--- config.mk ---
export PLATFORM = sky130hd
export DESIGN_NAME = snid_core
export DESIGN_NICKNAME = d
export VERILOG_FILES = /design/src/rtl/snid_pkg.sv /design/src/rtl/snid_pin_mux.sv /design/src/rtl/snid_core.sv
export SDC_FILE = /design/constraint.sdc
export NUM_CORES = 1
export LEC_CHECK = 0
export ABC_AREA = 1
export BUFFER_PORTS_ARGS = -buffer_cell sky130_fd_sc_hd__buf_2
export CORE_ASPECT_RATIO = 1.4
export CORE_UTILIZATION = 39
export CTS_CLUSTER_SIZE = 16
export DETAILED_ROUTE_END_ITERATION = 8
export PLACE_DENSITY = 0.79
export SLEW_MARGIN = 10
export SYNTH_ARGS = -nofsm -noshare
export SYNTH_HDL_FRONTEND = slang
export SYNTH_SLANG_ARGS = --single-unit
--- constraint.sdc ---
create_clock -name clk_sys_in -period 1.4 [get_ports clk_sys_in]
set_input_delay 0.21 -clock clk_sys_in [delete_from_list [all_inputs] [get_ports clk_sys_in]]
set_output_delay 0.21 -clock clk_sys_in [all_outputs]
set_load 0.05 [all_outputs]
--- src/rtl/snid_pkg.sv ---
// Package of constants for the stack node identifier assignment block
`default_nettype none
package snid_pkg;
   localparam int SNID_ID_W         = 6;
   localparam int SNID_PIN_N        = 6;
   localparam logic [5:0] SNID_ID_RST = 6'h00;
   localparam logic       SNID_SRC_FRAME = 1'b0;
   localparam logic       SNID_SRC_PINS  = 1'b1;
   localparam logic [7:0] SNID_ROLE_BASE = 8'h00;
   localparam logic [7:0] SNID_ROLE_MID  = 8'h02;
   localparam logic [7:0] SNID_ROLE_TOP  = 8'h03;
   typedef enum logic [1:0] {SNID_IDLE, SNID_AUTO, SNID_PIN} snid_state_e;
endpackage
`default_nettype wire

--- src/rtl/snid_pin_mux.sv ---
// Pin identifier gather and pin direction override
`default_nettype none
module snid_pin_mux
   import snid_pkg::*;
#(
   parameter int PIN_N = SNID_PIN_N
) (
   // Pin configuration
   input  wire logic [PIN_N-1:0] pin_id_sel_in,
   input  wire logic [PIN_N-1:0] pin_func_oe_in,
   input  wire logic [PIN_N-1:0] pin_level_in,
   // Results
   output logic [PIN_N-1:0]      pin_oe_out,
   output logic [PIN_N-1:0]      pin_id_out
);
   genvar g;
   generate
      for (g = 0; g < PIN_N; g++) begin : g_pin
         assign pin_oe_out[g] = pin_id_sel_in[g] ? 1'b0 : pin_func_oe_in[g];
         assign pin_id_out[g] = pin_id_sel_in[g] & pin_level_in[g];
      end
   endgenerate
endmodule
`default_nettype wire

--- src/rtl/snid_core.sv ---
// Node identifier assignment core: auto, pin and stored sources
`default_nettype none
// What this block does
// - Source 0 plus arm enters frame mode
// - Upstream transmit off for one frame
// - Next frame with an identifier loads user identifier
// - Arm self-clears after frame, writes blocked
// - New identifier copied to status field
// - Transmit re-enabled when arm clears
// - Each of six pins selectable
// - Pin n drives status bit n
// - Selected pin forced input, function ignored
// - Source 1 plus arm samples pins
// - Unselected pins read as zero
// - Pin mode: arm self-clears, no writes
// - Captured identifier survives pin reconfiguration
// - Reset restores stored identifier from memory
// - Stored identifier writable after assignment
// - Identifier zero accepted
module snid_core
   import snid_pkg::*;
#(
   parameter int ID_W  = SNID_ID_W,
   parameter int PIN_N = SNID_PIN_N
) (
   // Clock and reset
   input  wire logic             clk_sys_in,
   input  wire logic             sys_rst_in,
   // Control
   input  wire logic             id_src_sel_in,
   input  wire logic             arm_set_in,
   input  wire logic [ID_W-1:0]  otp_node_id_in,
   // Frame receive
   input  wire logic             frame_done_in,
   input  wire logic             frame_has_id_in,
   input  wire logic [ID_W-1:0]  frame_id_in,
   // Stored identifier write
   input  wire logic             stored_wr_in,
   input  wire logic [ID_W-1:0]  stored_wr_data_in,
   // Pins
   input  wire logic [PIN_N-1:0] pin_id_sel_in,
   input  wire logic [PIN_N-1:0] pin_func_oe_in,
   input  wire logic [PIN_N-1:0] pin_level_in,
   output logic [PIN_N-1:0]      pin_oe_out,
   // Status
   output logic                  arm_out,
   output logic                  tx_enable_out,
   output logic [ID_W-1:0]       user_node_id_out,
   output logic [ID_W-1:0]       current_node_id_status_out,
   output logic [ID_W-1:0]       stored_node_id_out,
   output logic                  id_updated_out
);
   // Elaboration-time width check: one pin per identifier bit
   generate
      if (ID_W != SNID_ID_W || PIN_N != ID_W) begin : g_bad_width
         $error("snid_core: widths must be 6");
      end
   endgenerate

   snid_state_e        state_reg, state_next;
   logic [ID_W-1:0]    user_reg, status_reg, stored_reg;
   logic               upd_reg, load_done_reg;
   logic [PIN_N-1:0]   pin_id;

   snid_pin_mux #(.PIN_N(PIN_N)) u_mux (
      .pin_id_sel_in (pin_id_sel_in),
      .pin_func_oe_in(pin_func_oe_in),
      .pin_level_in  (pin_level_in),
      .pin_oe_out    (pin_oe_out),
      .pin_id_out    (pin_id)
   );

   wire logic arm_auto  = arm_set_in & (id_src_sel_in == SNID_SRC_FRAME);
   wire logic arm_pin   = arm_set_in & (id_src_sel_in == SNID_SRC_PINS);
   wire logic in_auto   = (state_reg == SNID_AUTO);
   wire logic auto_done = in_auto & frame_done_in;
   wire logic done_any  = auto_done | (state_reg == SNID_PIN);
   wire logic [ID_W-1:0] auto_id = frame_has_id_in ? frame_id_in : user_reg;

   always_comb begin
      state_next = state_reg;
      case (state_reg)
         SNID_IDLE: begin
            if (arm_auto) begin
               state_next = SNID_AUTO;
            end else if (arm_pin) begin
               state_next = SNID_PIN;
            end
         end
         SNID_AUTO: begin
            if (frame_done_in) begin
               state_next = SNID_IDLE;
            end
         end
         SNID_PIN: state_next = SNID_IDLE;
         default:  state_next = SNID_IDLE;
      endcase
   end

   always_ff @(posedge clk_sys_in) begin
      if (sys_rst_in) begin
         state_reg     <= SNID_IDLE;
         user_reg      <= SNID_ID_RST;
         status_reg    <= SNID_ID_RST;
         stored_reg    <= SNID_ID_RST;
         upd_reg       <= 1'b0;
         load_done_reg <= 1'b0;
      end else begin
         state_reg <= state_next;
         upd_reg   <= done_any;
         if (!load_done_reg) begin
            stored_reg    <= otp_node_id_in;
            user_reg      <= otp_node_id_in;
            status_reg    <= otp_node_id_in;
            load_done_reg <= 1'b1;
         end else begin
            if (auto_done) begin
               user_reg   <= auto_id;
               status_reg <= auto_id;
            end else if (state_reg == SNID_PIN) begin
               status_reg <= pin_id;
               user_reg   <= pin_id;
            end
            if (stored_wr_in && state_reg == SNID_IDLE) begin
               stored_reg <= stored_wr_data_in;
            end
         end
      end
   end

   assign arm_out                    = (state_reg != SNID_IDLE);
   assign tx_enable_out              = ~in_auto;
   assign user_node_id_out           = user_reg;
   assign current_node_id_status_out = status_reg;
   assign stored_node_id_out         = stored_reg;
   assign id_updated_out             = upd_reg;

   a_tx_off_auto: assert property (@(posedge clk_sys_in) disable iff (sys_rst_in)
      (state_reg == SNID_IDLE && arm_auto && load_done_reg) |=> !tx_enable_out)
      else $error("transmit not disabled in auto mode");
   a_arm_clears: assert property (@(posedge clk_sys_in) disable iff (sys_rst_in)
      auto_done |=> !arm_out && tx_enable_out)
      else $error("arm did not clear after frame");
   a_status_copy: assert property (@(posedge clk_sys_in) disable iff (sys_rst_in)
      (auto_done && load_done_reg) |=> current_node_id_status_out == $past(auto_id))
      else $error("status not updated from frame");
   a_pin_sample: assert property (@(posedge clk_sys_in) disable iff (sys_rst_in)
      (state_reg == SNID_PIN && load_done_reg) |=> current_node_id_status_out == $past(pin_id) && !arm_out)
      else $error("pin identifier not captured");
   a_pin_force_in: assert property (@(posedge clk_sys_in) disable iff (sys_rst_in)
      (pin_oe_out & pin_id_sel_in) == '0)
      else $error("identifier pin driven");
   a_id_hold: assert property (@(posedge clk_sys_in) disable iff (sys_rst_in)
      (state_reg == SNID_IDLE && load_done_reg && $past(load_done_reg)) |=> $stable(current_node_id_status_out))
      else $error("identifier changed without assignment");
   a_tx_back_on: assert property (@(posedge clk_sys_in) disable iff (sys_rst_in)
      (in_auto && frame_done_in) |=> tx_enable_out)
      else $error("transmit not re-enabled");
   a_stored_write: assert property (@(posedge clk_sys_in) disable iff (sys_rst_in)
      (stored_wr_in && state_reg == SNID_IDLE && load_done_reg) |=> stored_node_id_out == $past(stored_wr_data_in))
      else $error("stored identifier write lost");
endmodule
`default_nettype wire

==> metrics.txt <==
via/cell ratio=4.61; Compound-Gate Fraction of Synth Area=11.6%; Post-DRT Antenna Nets=0; drt first pass iters=4; gr ovfl total=0; io pins=70; xor/xnor cell area share of the yosys netlist=0%; setup slack, reg-to-reg=240 ps; largest family of logic cells by synthesized area=simple AND/OR/NAND/NOR gates; WHS Path Cells=2; minimum clock period=1320 ps; max-capacitance violation count=0; Iter 0 DRT Violations=13; RSZ-0062 raised after global routing=no; CTS tree=done; GRT Util Overall=18.7%; Final Worst Setup Slack=80.1 ps; dpl hpwl=1770 um; post-route clock period utilization=94.3%; Final Net Count=255; min-delay src=sys_rst_in; Yosys cell types=20; R2R Path End=current_node_id_status_out[0]$_SDFFE_PP0P_; Post-Synthesis Net Count=189; slew margin rel.=75.5%; Clock Sinks=16; Skew-Pair Late Insertion Delay=290 ps; startpoint types=flop; Yosys top cell area share=35.4%; Power Total=1.23 mW; Core Footprint=2180 sq um; Critical R2R Launch=state_reg[0]$_SDFFE_PP0P_; synthesized flop and latch total=16; count of input and output buffers=69; Max IR drop VDD=0.659 mV; critical path peak fanout=6; final clock skew=2.64 ps; Critical Path RT=1190 ps; Die Y=59.0 um; CTS clk-pin slew, worst paths=90 ps; Clock Tree Buf Depth=2; Placement Cell Area=1220 sq um; placer congestion estimate=0.764; area growth from synthesis to layout=38.0%; vias=1069; synthesized instance count=146; minimum hold slack=101 ps; Hold Crit Class=primary input to flop; status=finished clean; pre-CTS setup slack=257 ps; Max Freq=0.758 GHz; classification of the worst setup path=flop to output port; TritonCTS buffer count=3; max-slew violations=0; PwrDens=986 nW/um^2; vias in the first global route=869; Cell Count Post-Placement=229; WL final=2200 um; layout cells sized above 1=38.1%; Finished Cell Area=1250 sq um; H-tree depth=1; Setup violations, final=0; Layout Cells excl Fill=232; die area=2520 sq um; # rows=20; fin util=57.4%; R2R cell count=5; Synth warnings=0; DIE WIDTH=42.7 um; Setup Total Neg Slack=0 ps; drt wl/cell=9.47 um; CTS Root Cell=clkbuf_4; critical path data arrival time=1110 ps; leakage power=0.770 nW; leading area contributor after synthesis=dfxtp_1; top post-synthesis cells by area=dfxtp_1, nand2_1, nor2_1, inv_1, buf_4; largest net degree at the start of global routing=15; nature of the critical path endpoint=output port; sequential fraction of the synthesis area=35.4%; Mapped Area=905 sq um; antenna violations before repair=0; final-report hold violation count=0; hold endpoint=id_updated_out$_SDFF_PP0_; syn avg cell area=6.20 sq um; DRC=0; Filler Cells Inserted=234; initial core utilization=41.6%; first-pass GRT wire length=3570 um; post-synthesis simple-gate area fraction=39.6%; ANT cells=0; worst-margin pin slew=366 ps; post-synthesis mux area share=0%; area share of fa/ha/maj cells after synthesis=0%
==> critical path, cell delays in order, from the launching register on <==
cell	delay, ps
dfxtp_1	440
nor2_1	100
inv_1	60
clkbuf_4	220
==> cell type report <==
class	count	area (sq um)	area share, %
timing repair buffer	70	358	28.7
tap	22	27.5	2.20
sequential	16	322	25.8
multi-input combinational	106	463	37.1
clock buffer	3	22.5	1.80
inverter	15	56.3	4.51
==> cells in the mapped netlist <==
master    instances
nand4_1           2
nand3_2           1
buf_4             6
o32ai_1           1
o21ai_1           5
buf_6             1
nand2_2           1
nand3b_1          1
nor2_1           39
nand3_1           2
nand2_1          41
buf_2             1
inv_2             2
a21oi_1           5
nand2_4           1
inv_1            13
o21ai_0           6
clkbuf_1          1
a21oi_4           1
dfxtp_1          16
==> cell usage in the layout (no fill, tap or decap), drive strengths merged <==
master	netlist	final
nand3	3	3
nor2	39	39
o21ai	11	11
nand3b	1	1
o32ai	1	1
clkbuf	1	5
inv	15	15
nand2	43	43
a21oi	6	6
nand4	2	2
dfxtp	16	16
buf	8	68
==> cells by family after synthesis <==
logic type | count (synthesis)
AOI/OAI and AO/OA | 18
buffers and inverters | 24
DFF | 16
and+or+nand+nor | 88
==> layer usage <==
layer | wire length [um] | global-route usage (%) | up-vias
met5 | 0 | 0 | -
met4 | 61 | 12.9 | 0
met2 | 1110 | 32.3 | 37
li1 | - | - | 573
met3 | 131 | 2.13 | 5
met1 | 891 | 21.1 | 454
==> power by group <==
| part | internal (mW) | switching, mW |
|---|---|---|
| sequential | 0.491 | 0.0251 |
| clock | 0.100 | 0.143 |
| combinational | 0.136 | 0.335 |
==> how the worst max path moves through the flow <==
stage               cells past startpoint                                  startpoint                                          to
global route                            3                   state_reg[0]$_SDFFE_PP0P_                                     arm_out
global placement                        5                   state_reg[0]$_SDFFE_PP0P_  current_node_id_status_out[0]$_SDFFE_PP0P_
finish                                  3                   state_reg[0]$_SDFFE_PP0P_                                     arm_out
floorplan                               1  current_node_id_status_out[0]$_SDFFE_PP0P_                         user_node_id_out[0]
detailed placement                      5                   state_reg[0]$_SDFFE_PP0P_  current_node_id_status_out[0]$_SDFFE_PP0P_
CTS                                     3                   state_reg[1]$_SDFFE_PP0P_                               tx_enable_out
==> what timing repair did <==
action,in CTS,in global routing
hold buffers,0,0
gates resized for setup,0,3
setup endpoints to repair,0,2
buffers inserted,0,0
Power figures use the tool's default switching activity.
